`src/stack_xfer_pkg.sv`:
```
// Constants and types shared by the stack multiple-transfer sequencer
package stack_xfer_pkg;

  // ----------------------------------------------------------------
  // Widths
  // ----------------------------------------------------------------
  localparam int DATA_W = 32;
  localparam int LIST_W = 8;
  localparam int MASK_W = 9;
  localparam int IDX_W = 4;
  localparam int REG_IDX_W = 3;
  localparam int CNT_W = 5;
  localparam int ENTRY_W = 33;
  localparam int FIFO_DEPTH = 16;

  // ----------------------------------------------------------------
  // Addressing and encodings
  // ----------------------------------------------------------------
  localparam int WORD_SHIFT = 2;
  localparam logic [31:0] LOW_MASK = 32'h0000_0003;
  localparam logic [31:0] WORD_BYTES = 32'h0000_0004;
  localparam logic [3:0] EXTRA_IDX = 4'h8;
  localparam logic [8:0] EXTRA_ONLY = 9'h100;
  localparam logic [4:0] FIFO_LIMIT = 5'h10;
  localparam logic [4:0] CNT_ONE = 5'h01;
  localparam int ABORT_BIT = 32;

  // ----------------------------------------------------------------
  // Sequencer states
  // ----------------------------------------------------------------
  typedef enum logic [1:0] {
    ST_IDLE = 2'h0,
    ST_RUN = 2'h1
  } xfer_state_t;

endpackage : stack_xfer_pkg

```
`src/list_scan.sv`:
```
// Population count and lowest set bit of a register selection mask
`timescale 1ns/1ps

module list_scan #(
  parameter int W = 9,
  parameter int CW = 5,
  parameter int IW = 4
) (
  input wire logic [W-1:0] list,
  output logic [CW-1:0] count,
  output logic [IW-1:0] first,
  output logic any
);

  always_comb
  begin
    count = '0;
    first = '0;
    for (int i = W - 1; i >= 0; i--)
    begin
      count = count + {{(CW-1){1'b0}}, list[i]};
      if (list[i])
      begin
        first = IW'(i);
      end
    end
    any = |list;
  end

endmodule : list_scan

```
`src/resp_fifo.sv`:
```
// Flip-flop FIFO with valid/ready on both sides
`timescale 1ns/1ps

module resp_fifo #(
  parameter int WIDTH = 33,
  parameter int DEPTH = 16
) (
  input wire logic core_clk,
  input wire logic rst,
  input wire logic in_valid,
  output logic in_ready,
  input wire logic [WIDTH-1:0] in_data,
  output logic out_valid,
  input wire logic out_ready,
  output logic [WIDTH-1:0] out_data
);

  localparam int PW = $clog2(DEPTH);

  typedef struct packed {
    logic [DEPTH-1:0][WIDTH-1:0] mem;
    logic [PW-1:0] wr;
    logic [PW-1:0] rd;
    logic [PW:0] fill;
  } fifo_regs_t;

  fifo_regs_t f_r;
  fifo_regs_t f_nxt;
  logic push;
  logic pop;

  assign in_ready = f_r.fill != (PW+1)'(DEPTH);
  assign out_valid = f_r.fill != '0;
  assign out_data = f_r.mem[f_r.rd];
  assign push = in_valid && in_ready;
  assign pop = out_valid && out_ready;

  always_comb
  begin
    f_nxt = f_r;
    if (push)
    begin
      f_nxt.mem[f_r.wr] = in_data;
      f_nxt.wr = f_r.wr + PW'(1);
    end
    if (pop)
    begin
      f_nxt.rd = f_r.rd + PW'(1);
    end
    if (push && !pop)
    begin
      f_nxt.fill = f_r.fill + (PW+1)'(1);
    end
    else if (pop && !push)
    begin
      f_nxt.fill = f_r.fill - (PW+1)'(1);
    end
  end

  always_ff @(posedge core_clk)
  begin
    if (rst)
      f_r <= '0;
    else
      f_r <= f_nxt;
  end

endmodule : resp_fifo

```
`src/stack_multi_transfer.sv`:
```
// Stack load-multiple / store-multiple sequencer with pipelined word accesses
`timescale 1ns/1ps

module stack_multi_transfer (
  input wire logic core_clk,
  input wire logic rst,
  input wire logic op_valid,
  output logic op_ready,
  input wire logic op_is_load,
  input wire logic [stack_xfer_pkg::LIST_W-1:0] reg_list,
  input wire logic extra_flag,
  input wire logic [stack_xfer_pkg::DATA_W-1:0] stack_pointer,
  input wire logic [stack_xfer_pkg::DATA_W-1:0] link_register,
  input wire logic align_check_en,
  output logic [stack_xfer_pkg::REG_IDX_W-1:0] reg_rd_idx,
  input wire logic [stack_xfer_pkg::DATA_W-1:0] reg_rd_data,
  output logic mem_req_valid,
  input wire logic mem_req_ready,
  output logic mem_req_write,
  output logic [stack_xfer_pkg::DATA_W-1:0] mem_req_addr,
  output logic [stack_xfer_pkg::DATA_W-1:0] mem_req_wdata,
  input wire logic mem_rsp_valid,
  output logic mem_rsp_ready,
  input wire logic [stack_xfer_pkg::DATA_W-1:0] mem_rsp_rdata,
  input wire logic mem_rsp_abort,
  output logic reg_wr_valid,
  output logic [stack_xfer_pkg::REG_IDX_W-1:0] reg_wr_idx,
  output logic pc_wr_valid,
  output logic [stack_xfer_pkg::DATA_W-1:0] wb_data,
  input wire logic wb_ready,
  output logic sp_wr_en,
  output logic [stack_xfer_pkg::DATA_W-1:0] sp_wr_data,
  output logic op_done,
  output logic op_abort,
  output logic op_align_fault
);

  localparam int DW = stack_xfer_pkg::DATA_W;
  localparam int MW = stack_xfer_pkg::MASK_W;
  localparam int CW = stack_xfer_pkg::CNT_W;
  localparam int IW = stack_xfer_pkg::IDX_W;

  // ----------------------------------------------------------------
  // State
  // ----------------------------------------------------------------
  typedef struct packed {
    stack_xfer_pkg::xfer_state_t state;
    logic load;
    logic aborted;
    logic [DW-1:0] base;
    logic [DW-1:0] addr;
    logic [DW-1:0] end_addr;
    logic [MW-1:0] issue_mask;
    logic [MW-1:0] drain_mask;
    logic [CW-1:0] total;
    logic [CW-1:0] issued;
    logic [CW-1:0] pending;
    logic req_valid;
    logic req_write;
    logic req_extra;
    logic [CW-1:0] req_num;
    logic [DW-1:0] req_addr;
    logic [DW-1:0] req_wdata;
    logic done;
    logic abort;
    logic fault;
    logic sp_en;
    logic [DW-1:0] sp_data;
  } xfer_regs_t;

  xfer_regs_t s_r;
  xfer_regs_t s_nxt;

  function automatic logic [DW-1:0] byte_span(input logic [CW-1:0] n);
    byte_span = {{(DW-CW){1'b0}}, n} << stack_xfer_pkg::WORD_SHIFT;
  endfunction : byte_span

  function automatic logic [DW-1:0] word_of(input logic [DW-1:0] a);
    word_of = a & ~stack_xfer_pkg::LOW_MASK;
  endfunction : word_of

  // ----------------------------------------------------------------
  // Mask scanning
  // ----------------------------------------------------------------
  logic [CW-1:0] start_cnt;
  logic [CW-1:0] issue_cnt;
  logic [CW-1:0] drain_cnt;
  logic [IW-1:0] start_first;
  logic [IW-1:0] issue_first;
  logic [IW-1:0] drain_first;
  logic start_any;
  logic issue_any;
  logic drain_any;

  list_scan #(.W(MW), .CW(CW), .IW(IW)) u_scan_start (
    .list({extra_flag, reg_list}),
    .count(start_cnt),
    .first(start_first),
    .any(start_any)
  );

  list_scan #(.W(MW), .CW(CW), .IW(IW)) u_scan_issue (
    .list(s_r.issue_mask),
    .count(issue_cnt),
    .first(issue_first),
    .any(issue_any)
  );

  list_scan #(.W(MW), .CW(CW), .IW(IW)) u_scan_drain (
    .list(s_r.drain_mask),
    .count(drain_cnt),
    .first(drain_first),
    .any(drain_any)
  );

  // ----------------------------------------------------------------
  // Response buffer
  // ----------------------------------------------------------------
  // Every response is buffered in issue order, so the register file may
  // stall write-back while the memory keeps streaming answers.
  logic fifo_out_valid;
  logic fifo_pop;
  logic [stack_xfer_pkg::ENTRY_W-1:0] fifo_out;
  logic ent_abort;
  logic drain_write;
  logic drain_extra;
  logic misaligned;
  logic req_fire;
  logic can_issue;

  resp_fifo #(.WIDTH(stack_xfer_pkg::ENTRY_W), .DEPTH(stack_xfer_pkg::FIFO_DEPTH)) u_resp_fifo (
    .core_clk(core_clk),
    .rst(rst),
    .in_valid(mem_rsp_valid),
    .in_ready(mem_rsp_ready),
    .in_data({mem_rsp_abort, mem_rsp_rdata}),
    .out_valid(fifo_out_valid),
    .out_ready(fifo_pop),
    .out_data(fifo_out)
  );

  assign ent_abort = fifo_out[stack_xfer_pkg::ABORT_BIT];
  assign drain_extra = drain_first == stack_xfer_pkg::EXTRA_IDX;
  assign drain_write = s_r.load && !s_r.aborted && !ent_abort;
  assign misaligned = (stack_pointer & stack_xfer_pkg::LOW_MASK) != '0;
  assign req_fire = s_r.req_valid && mem_req_ready;

  // Outstanding accesses never exceed the buffer depth, so a response
  // always finds room once the write-back side drains.
  assign can_issue = !s_r.aborted && issue_any && (!s_r.req_valid || req_fire)
    && (s_r.pending < stack_xfer_pkg::FIFO_LIMIT);

  // ----------------------------------------------------------------
  // Next state
  // ----------------------------------------------------------------
  always_comb
  begin
    s_nxt = s_r;
    s_nxt.done = 1'b0;
    s_nxt.abort = 1'b0;
    s_nxt.fault = 1'b0;
    s_nxt.sp_en = 1'b0;
    fifo_pop = 1'b0;
    if (req_fire)
    begin
      s_nxt.req_valid = 1'b0;
    end
    case (s_r.state)
      stack_xfer_pkg::ST_IDLE:
      begin
        if (op_valid)
        begin
          if (align_check_en && misaligned)
          begin
            s_nxt.done = 1'b1;
            s_nxt.fault = 1'b1;
          end
          else
          begin
            s_nxt.state = stack_xfer_pkg::ST_RUN;
            s_nxt.load = op_is_load;
            s_nxt.aborted = 1'b0;
            s_nxt.base = stack_pointer;
            s_nxt.addr = word_of(stack_pointer);
            s_nxt.end_addr = word_of(stack_pointer) + byte_span(start_cnt) - stack_xfer_pkg::WORD_BYTES;
            s_nxt.issue_mask = {extra_flag, reg_list};
            s_nxt.drain_mask = {extra_flag, reg_list};
            s_nxt.total = start_cnt;
            s_nxt.issued = '0;
            s_nxt.pending = '0;
          end
        end
      end
      stack_xfer_pkg::ST_RUN:
      begin
        // Write-back side: an aborted or store answer is simply retired
        if (fifo_out_valid && (!drain_write || wb_ready))
        begin
          fifo_pop = 1'b1;
          s_nxt.drain_mask[drain_first] = 1'b0;
          if (ent_abort)
          begin
            s_nxt.aborted = 1'b1;
          end
        end
        // Issue side: lowest selected register first, extra word last
        if (can_issue)
        begin
          s_nxt.req_valid = 1'b1;
          s_nxt.req_write = !s_r.load;
          s_nxt.req_extra = issue_first == stack_xfer_pkg::EXTRA_IDX;
          s_nxt.req_num = s_r.issued;
          s_nxt.req_addr = s_r.addr;
          s_nxt.req_wdata = (issue_first == stack_xfer_pkg::EXTRA_IDX) ? link_register : reg_rd_data;
          s_nxt.issue_mask[issue_first] = 1'b0;
          s_nxt.issued = s_r.issued + stack_xfer_pkg::CNT_ONE;
          s_nxt.addr = s_r.addr + stack_xfer_pkg::WORD_BYTES;
        end
        if (can_issue && !fifo_pop)
        begin
          s_nxt.pending = s_r.pending + stack_xfer_pkg::CNT_ONE;
        end
        else if (fifo_pop && !can_issue)
        begin
          s_nxt.pending = s_r.pending - stack_xfer_pkg::CNT_ONE;
        end
        // After an abort the stack pointer keeps its original value
        if (s_r.pending == '0 && (s_r.aborted || !issue_any))
        begin
          s_nxt.state = stack_xfer_pkg::ST_IDLE;
          s_nxt.done = 1'b1;
          s_nxt.abort = s_r.aborted;
          s_nxt.sp_en = !s_r.aborted;
          s_nxt.sp_data = s_r.base + byte_span(s_r.total);
        end
      end
      default:
      begin
        s_nxt = '0;
      end
    endcase
  end

  always_ff @(posedge core_clk)
  begin
    if (rst)
      s_r <= '0;
    else
      s_r <= s_nxt;
  end

  // ----------------------------------------------------------------
  // Outputs
  // ----------------------------------------------------------------
  assign op_ready = s_r.state == stack_xfer_pkg::ST_IDLE;
  assign reg_rd_idx = issue_first[stack_xfer_pkg::REG_IDX_W-1:0];
  assign mem_req_valid = s_r.req_valid;
  assign mem_req_write = s_r.req_write;
  assign mem_req_addr = s_r.req_addr;
  assign mem_req_wdata = s_r.req_wdata;
  // Loaded words pass unrotated, whatever the stack pointer's low bits
  assign wb_data = fifo_out[DW-1:0];
  assign reg_wr_idx = drain_first[stack_xfer_pkg::REG_IDX_W-1:0];
  assign reg_wr_valid = (s_r.state == stack_xfer_pkg::ST_RUN) && fifo_out_valid && drain_write
    && !drain_extra;
  assign pc_wr_valid = (s_r.state == stack_xfer_pkg::ST_RUN) && fifo_out_valid && drain_write
    && drain_extra;
  assign sp_wr_en = s_r.sp_en;
  assign sp_wr_data = s_r.sp_data;
  assign op_done = s_r.done;
  assign op_abort = s_r.abort;
  assign op_align_fault = s_r.fault;
endmodule : stack_multi_transfer

```
`config.mk`:
```
export PLATFORM = sky130hd
export DESIGN_NAME = stack_multi_transfer
export DESIGN_NICKNAME = d
export VERILOG_FILES = /design/src/stack_xfer_pkg.sv /design/src/list_scan.sv /design/src/resp_fifo.sv /design/src/stack_multi_transfer.sv
export SDC_FILE = /design/constraint.sdc
export NUM_CORES = 2
export LEC_CHECK = 0
export BUFFER_PORTS_ARGS = -buffer_cell sky130_fd_sc_hd__buf_2
export CORE_ASPECT_RATIO = 1.4
export CORE_MARGIN = 3
export CORE_UTILIZATION = 35
export DETAILED_ROUTE_END_ITERATION = 16
export PLACE_DENSITY = 0.49
export RECOVER_POWER = 50
export SYNTH_ARGS = -nofsm -noshare
export SYNTH_HDL_FRONTEND = slang
export SYNTH_SLANG_ARGS = --single-unit
```
`constraint.sdc`:
```
create_clock -name core_clk -period 10 [get_ports core_clk]
set_input_delay 0 -clock core_clk [delete_from_list [all_inputs] [get_ports core_clk]]
set_output_delay 0 -clock core_clk [all_outputs]
set_load 0.02 [all_outputs]
```
=== After elaboration in Yosys (flattened, before gate mapping) ===
Index checks and enable logic that the tools add are counted.

* Register bits after elaboration: 744
* Input port bits: 146
* Output and inout bits: 144
* Word-level logic and storage cells: 196

* $add $sub $neg: 19
* $lt $le $gt $ge: 8
* Eq/ne operators: 11
* Muxes and demuxes: 61
* Bitwise logic cells: 7
* Reductions and logical operators: 52

{| class="wikitable"
|+ Operators with widths
! operator !! count
|-
| bitwise mux 528 bit || 1
|-
| two-way mux 133 bit || 2
|-
| one-hot mux 72 bit (2 select lines) || 1
|-
| binary-select mux 33 bit (select 4 bit) || 1
|-
| demux 33 bit (select 4 bit) || 1
|-
| one-hot mux 32 bit (2 select lines) || 2
|-
| two-way mux 33 bit || 3
|-
| two-way mux 4 bit || 18
|-
| two-way mux 72 bit || 1
|-
| one-hot mux 33 bit (2 select lines) || 1
|-
| adder 32 x 7 -> 32 bit || 2
|-
| two-way mux 32 bit || 2
|-
| one-hot mux 18 bit (2 select lines) || 1
|-
| adder 5 x 1 -> 5 bit || 7
|-
| adder 32 x 3 -> 32 bit (second input constant) || 1
|-
| nonzero test 32 bit || 1
|-
| subtractor 32 x 3 -> 32 bit (second input constant) || 1
|-
| two-way mux 5 bit || 5
|-
| logical AND 1 bit || 22
|-
| less-than comparator 4 x 5 -> 1 bit (second input constant) || 4
|-
| one-hot mux 10 bit (2 select lines) || 1
|-
| bitwise AND 9 bit || 2
|-
| two-way mux 9 bit || 2
|-
| NOT 9 bit || 2
|-
| 30 further kinds || 74
|}

=== Longest topological paths before layout ===
* Depth after elaboration: 17
* Mapped depth: 15
* Mapped depth without buffers: 13

=== By module ===
A second synthesis with hierarchy kept.

* Cell total of the unflattened synthesis: 3,558
* Area, all modules: 33,661.0 um2

{| class="wikitable"
|+ Modules (own cells, without submodules)
! module !! instances !! cells an instance !! area each (um2) !! seq. area each (um2)
|-
| resp_fifo || 1 || 2,271 || 23,337.4 || 10,830.4
|-
| stack_multi_transfer || 1 || 1,176 || 9,430.3 || 3,863.7
|-
| list_scan || 3 || 37 || 297.8 || 0.0
|}

=== Worst setup path before layout ===
No wires, ideal clock.

* Path kind: flip-flop to flip-flop
* Start point: register u_resp_fifo.f_r[7] in the netlist's numbering
* End point: register u_resp_fifo.f_r[4] in the netlist's numbering
* Library setup time: 0.128 ns
* Data arrival time: 3.394 ns
* Data required time: 9.872 ns
* Slack: 6.478 ns
* Cell stages (with the launch flop): 16
* Path buffers: 2
* Period minus slack after synthesis: 3.522 ns
* Cells stage by stage: dfxtp_1 > clkbuf_1 > mux4_2 > mux4_2 > o31a_1 > buf_2 > inv_1 > ha_1 > inv_1 > ha_1 > nor2b_1 > o21a_1 > or3_1 > a21oi_1 > xnor2_1 > nor2_1

* Cells in the longest elaborated chain, start to end: 14
* Elaborated cells on any way between the ends: 16
* Classes of those cells: 6 x mux; 10 x reduce/logical

{| class="wikitable"
|+ RTL lines
! element !! RTL line !! source
|-
| from (decl) || resp_fifo.sv:27 || <nowiki>fifo_regs_t f_r;</nowiki>
|-
| from (signal assigned) || resp_fifo.sv:65 || <nowiki>f_r <= f_nxt;</nowiki>
|-
| binary-select mux 33 bit (select 4 bit) (*) || resp_fifo.sv:34 || <nowiki>assign out_data = f_r.mem[f_r.rd];</nowiki>
|-
| two-way mux 33 bit (not written as such) (*) || resp_fifo.sv:34 ||
|-
| zero test 1 bit (*) || stack_multi_transfer.sv:144 || <nowiki>assign drain_write = s_r.load && !s_r.aborted && !ent_abort;</nowiki>
|-
| logical AND 1 bit (*) || stack_multi_transfer.sv:144 ||
|-
| zero test 1 bit (*) || stack_multi_transfer.sv:197 || <nowiki>if (fifo_out_valid && (!drain_write || wb_ready))</nowiki>
|-
| logical OR 1 bit (*) || stack_multi_transfer.sv:197 ||
|-
| logical AND 1 bit (*) || stack_multi_transfer.sv:197 ||
|-
| two-way mux 1 bit (*) || stack_multi_transfer.sv:197 ||
|-
| two-way mux 1 bit (*) (2 in a row) || stack_multi_transfer.sv:168 || <nowiki>case (s_r.state)</nowiki>
|-
| logical AND 1 bit (*) || resp_fifo.sv:36 || <nowiki>assign pop = out_valid && out_ready;</nowiki>
|-
| zero test 1 bit || resp_fifo.sv:50 || <nowiki>if (push && !pop)</nowiki>
|-
| logical AND 1 bit || resp_fifo.sv:50 ||
|-
| two-way mux 5 bit / nonzero test 2 bit (equally long branches) || - ||
|}

Every way passes the cells marked *; elsewhere a longest branch is shown, timed or not. The select of a mux whose other input is x is not followed.
A chain may end at the register's enable or synchronous reset.

=== Worst setup path after layout ===
* Start point: input rst
* End point: register u_resp_fifo.f_r[304] in the netlist's numbering

{| class="wikitable"
|+ RTL lines
! element !! RTL line !! source
|-
| from (decl) || stack_multi_transfer.sv:6 || <nowiki>input wire logic rst,</nowiki>
|}

No word-level cell between the ends.

==> run metrics <==
grt ovf=0; Setup Skew=around 0.037 ns; top cells by count, synth=1287 x nand2_1, 733 x dfxtp_1, 668 x a21oi_1; Reg2Reg Depth=9; Main synth FF type=dfxtp_1; register cell area after layout=approximately 15000 um^2; Initial Utilization=a little over a third; startpoint of the worst hold path=mem_rsp_valid; Setup-failing EPs final=0; Worst Setup Path Type=input port to flop; Setup TNS Final=0 ns; Routed WL=114.4 mm; Initial DRC Count=2076; Netlist cell types=64; vias in the first global route=between 20000 and 30000; Worst R2R End=s_r[192]$_SDFFE_PP0P_; first-pass detailed-route iteration total=5; Switching Share=29.88%; end of the worst hold path=u_resp_fifo.f_r[9]$_SDFFE_PP0P_; failing checks=capacitance limit, slew limit; Std-Cell Rows=132; via count=28610; CP Capture Type=flop; Root Buffer=clkbuf_16; total die area=just under 100000 um^2; Synth Cell Area=roughly 33000 um^2; area share of the largest cell type after synthesis=between 40% and 50%; gr usage total=between 20% and 30%; clock sink count=roughly 730; WP data required=roughly 10 ns; Die H=between 300 and 400 um; reg-to-reg critical path startpoint=s_r[239]$_SDFFE_PP0P_; Int Pwr=around 5.3 mW; Synth area leaders=dfxtp_1 45%, nand2_1 15%, a21oi_1 10%, mux4_2 4.7%, mux2i_1 4.0%; largest net degree at the start of global routing=slightly above 200; Final Worst Setup Slack=~3.8 ns; drt drc=0; async set or reset register ratio after synthesis=0%; initial antenna violation count=10; Ports=between 200 and 300; WHS Path Cells=5; most common cell in the netlist=nand2_1; Ys Warns=0; clk slew on worst S/H paths=0.06 ns; crit path max fanout=roughly 200; part of the power in combinational logic=18.2%; fin area=around 38000 um^2; FF+latch count, synth=733; global-route wire length before repair=172.7 mm; fraction of power consumed by sequential logic=42.3%; Post-synth EDFFs=0; Setup Buffers After CTS=0; register area share after synthesis=between 40% and 50%; ratio of cells with drive above 1 in the final layout=between 10% and 20%; Final Critical Period=a little over 6 ns; Tightest Pin Transition=about 6.3 ns; Max Cap Viol=2; dpl ws=roughly 5.3 ns; leakage=around 13 nW; Nets=4412; clock buffer count from CTS=slightly below 80; area added between synthesis and finish=16.76%; post-synthesis cell count=slightly above 4000; post-DR wirelength/cell=around 21 um; die width=265.0 um; FMAX=~160 MHz; Fillers=9432; post-route ant nets=0; GP Congestion=about 0.81; P per Cell Area=197.2 nW/um^2; Worst slew margin=-321.8%; H-tree levels=3; RSZ-0062 raised after global routing=false; R2R Setup Slk=slightly below 5 ns; CTS max path bufs=3; syn_area_per_cell=7.986 um^2; Clk pwr share=between 30% and 40%; maximum VDD drop=0.1489 mV; Yosys top cell by area=dfxtp_1; Multi-input gate area=16200 um^2; Hold WC Path Type=input port to flop; core area=roughly 93000 um^2; Critical Path AT=roughly 6.7 ns; CTS tree=yes; Placed Area=around 34000 um^2; Fin. Hold Viols=0; fin crit share=between 60 and 70%; Buffers on Ports=287; CP Launch Type=input port; status=finished with violations; Max Slew Vio Count=between 150 and 200; clk_lat worst skew=between 0.6 and 0.7 ns; Vias per Instance=between 5 and 6; net switching power=~2.3 mW; DP Wirelength=slightly above 70 mm
==> metrics by stage <==
stage | hold WS [ns] | power (mW) | instances | utilization, %
final | 0.08935 | 7.567 | 5503 | 41.34
after global routing | 0.09003 | 7.909 | 5498 | 41.33
after CTS | 0.04812 | 7.679 | 5497 | 41.48
after detailed placement | 0.2721 | 4.614 | 5207 | 37.06
after global placement | 0.2703 | 4.604 | 5207 | 37.06
after floorplan | 0.1327 | 4.217 | 4116 | -
==> flip-flops by register name (all words and copies together), names as in the netlist <==
register / cells
mem_req_valid: 1
op_align_fault: 1
u_resp_fifo.f_r: 541
mem_req_wdata: 32
op_done: 1
mem_req_write: 1
mem_req_addr: 30
op_abort: 1
sp_wr_data: 32
sp_wr_en: 1
s_r: 92
==> critical path, stage by stage <==
cell           delay, ns
dlygate4sd3_1       0.52
clkbuf_1            4.38
buf_12              0.52
buf_4               0.90
a21oi_1             0.08
==> power by group through the flow <==
| stage | clock network [mW] | registers [mW] | logic, mW |
|---|---|---|---|
| after CTS | 3.08 | 3.19 | 1.41 |
| after global routing | 3.19 | 3.22 | 1.50 |
| after global placement | 0 | 3.26 | 1.35 |
| after floorplan | 0 | 3.20 | 1.02 |
| after detailed placement | 0 | 3.26 | 1.35 |
| final | 2.99 | 3.20 | 1.37 |
==> cells in the final DEF, fill, tap and decap left out, drive strengths merged, types with 8 or more instances in the layout <==
cell	n
and2	8
o21ai	98
fa	8
inv	37
ha	25
mux2	34
dlygate4sd3	151
nand3	40
nor4	19
nor2	142
nand2b	9
a221oi	33
clkbuf	223
dfxtp	733
xor2	15
buf	231
a211oi	67
o21a	9
xnor2	24
clkinv	17
mux2i	132
a21oi	668
a31oi	25
nor2b	11
nand2	1287
nand4	14
nor3	32
a22oi	40
mux4	69
==> worst max-delay path by stage <==
stage	from	to	slack (ns)	cells after the start
after floorplan	u_resp_fifo.f_r[7]$_SDFFE_PP0P_	u_resp_fifo.f_r[4]$_SDFFE_PP0P_	6.48	15
after CTS	u_resp_fifo.f_r[6]$_SDFFE_PP0P_	u_resp_fifo.f_r[4]$_SDFFE_PP0P_	5.27	14
after detailed placement	u_resp_fifo.f_r[6]$_SDFFE_PP0P_	u_resp_fifo.f_r[4]$_SDFFE_PP0P_	5.29	14
after global routing	rst	u_resp_fifo.f_r[327]$_SDFFE_PP0P_	3.22	5
after global placement	u_resp_fifo.f_r[6]$_SDFFE_PP0P_	u_resp_fifo.f_r[4]$_SDFFE_PP0P_	5.30	14
final	rst	u_resp_fifo.f_r[304]$_SDFFE_PP0P_	3.81	5
==> per-layer routing <==
layer	wire length, um	share of wire (%)	track usage, %
met3	5678	5.0	3.280
met2	57500	50	41.30
met1	46200	40	26.54
met4	4948	4.3	10.11
met5	37	0.032	0
==> cell families after synthesis <==
group           after synthesis  synth area share (%)
other cells                   1               0.01141
mux                         235                 9.914
compound gates              986                 16.81
fa+ha+maj                    33                 1.439
buf+inv                     492                 6.754
simple gates               1596                 19.38
flops                       733                 44.65
xor+xnor                     39                 1.039
==> area by class of cell <==
class	count	area share, %
Multi-Input combinational cell	2891	42.22
Sequential cell	733	38.27
Timing Repair Buffer	491	8.422
Clock buffer	114	5.944
Tap cell	1206	3.932
Clock inverter	25	0.8087
Inverter	37	0.3619
Antenna cell	6	0.03913
==> repair_timing <==
item / CTS / global route
endpoints found under the hold margin: 686 / 0
hold buffers: 151 / 0
resized for setup: 0 / 0
Power figures use the tool's default switching activity.
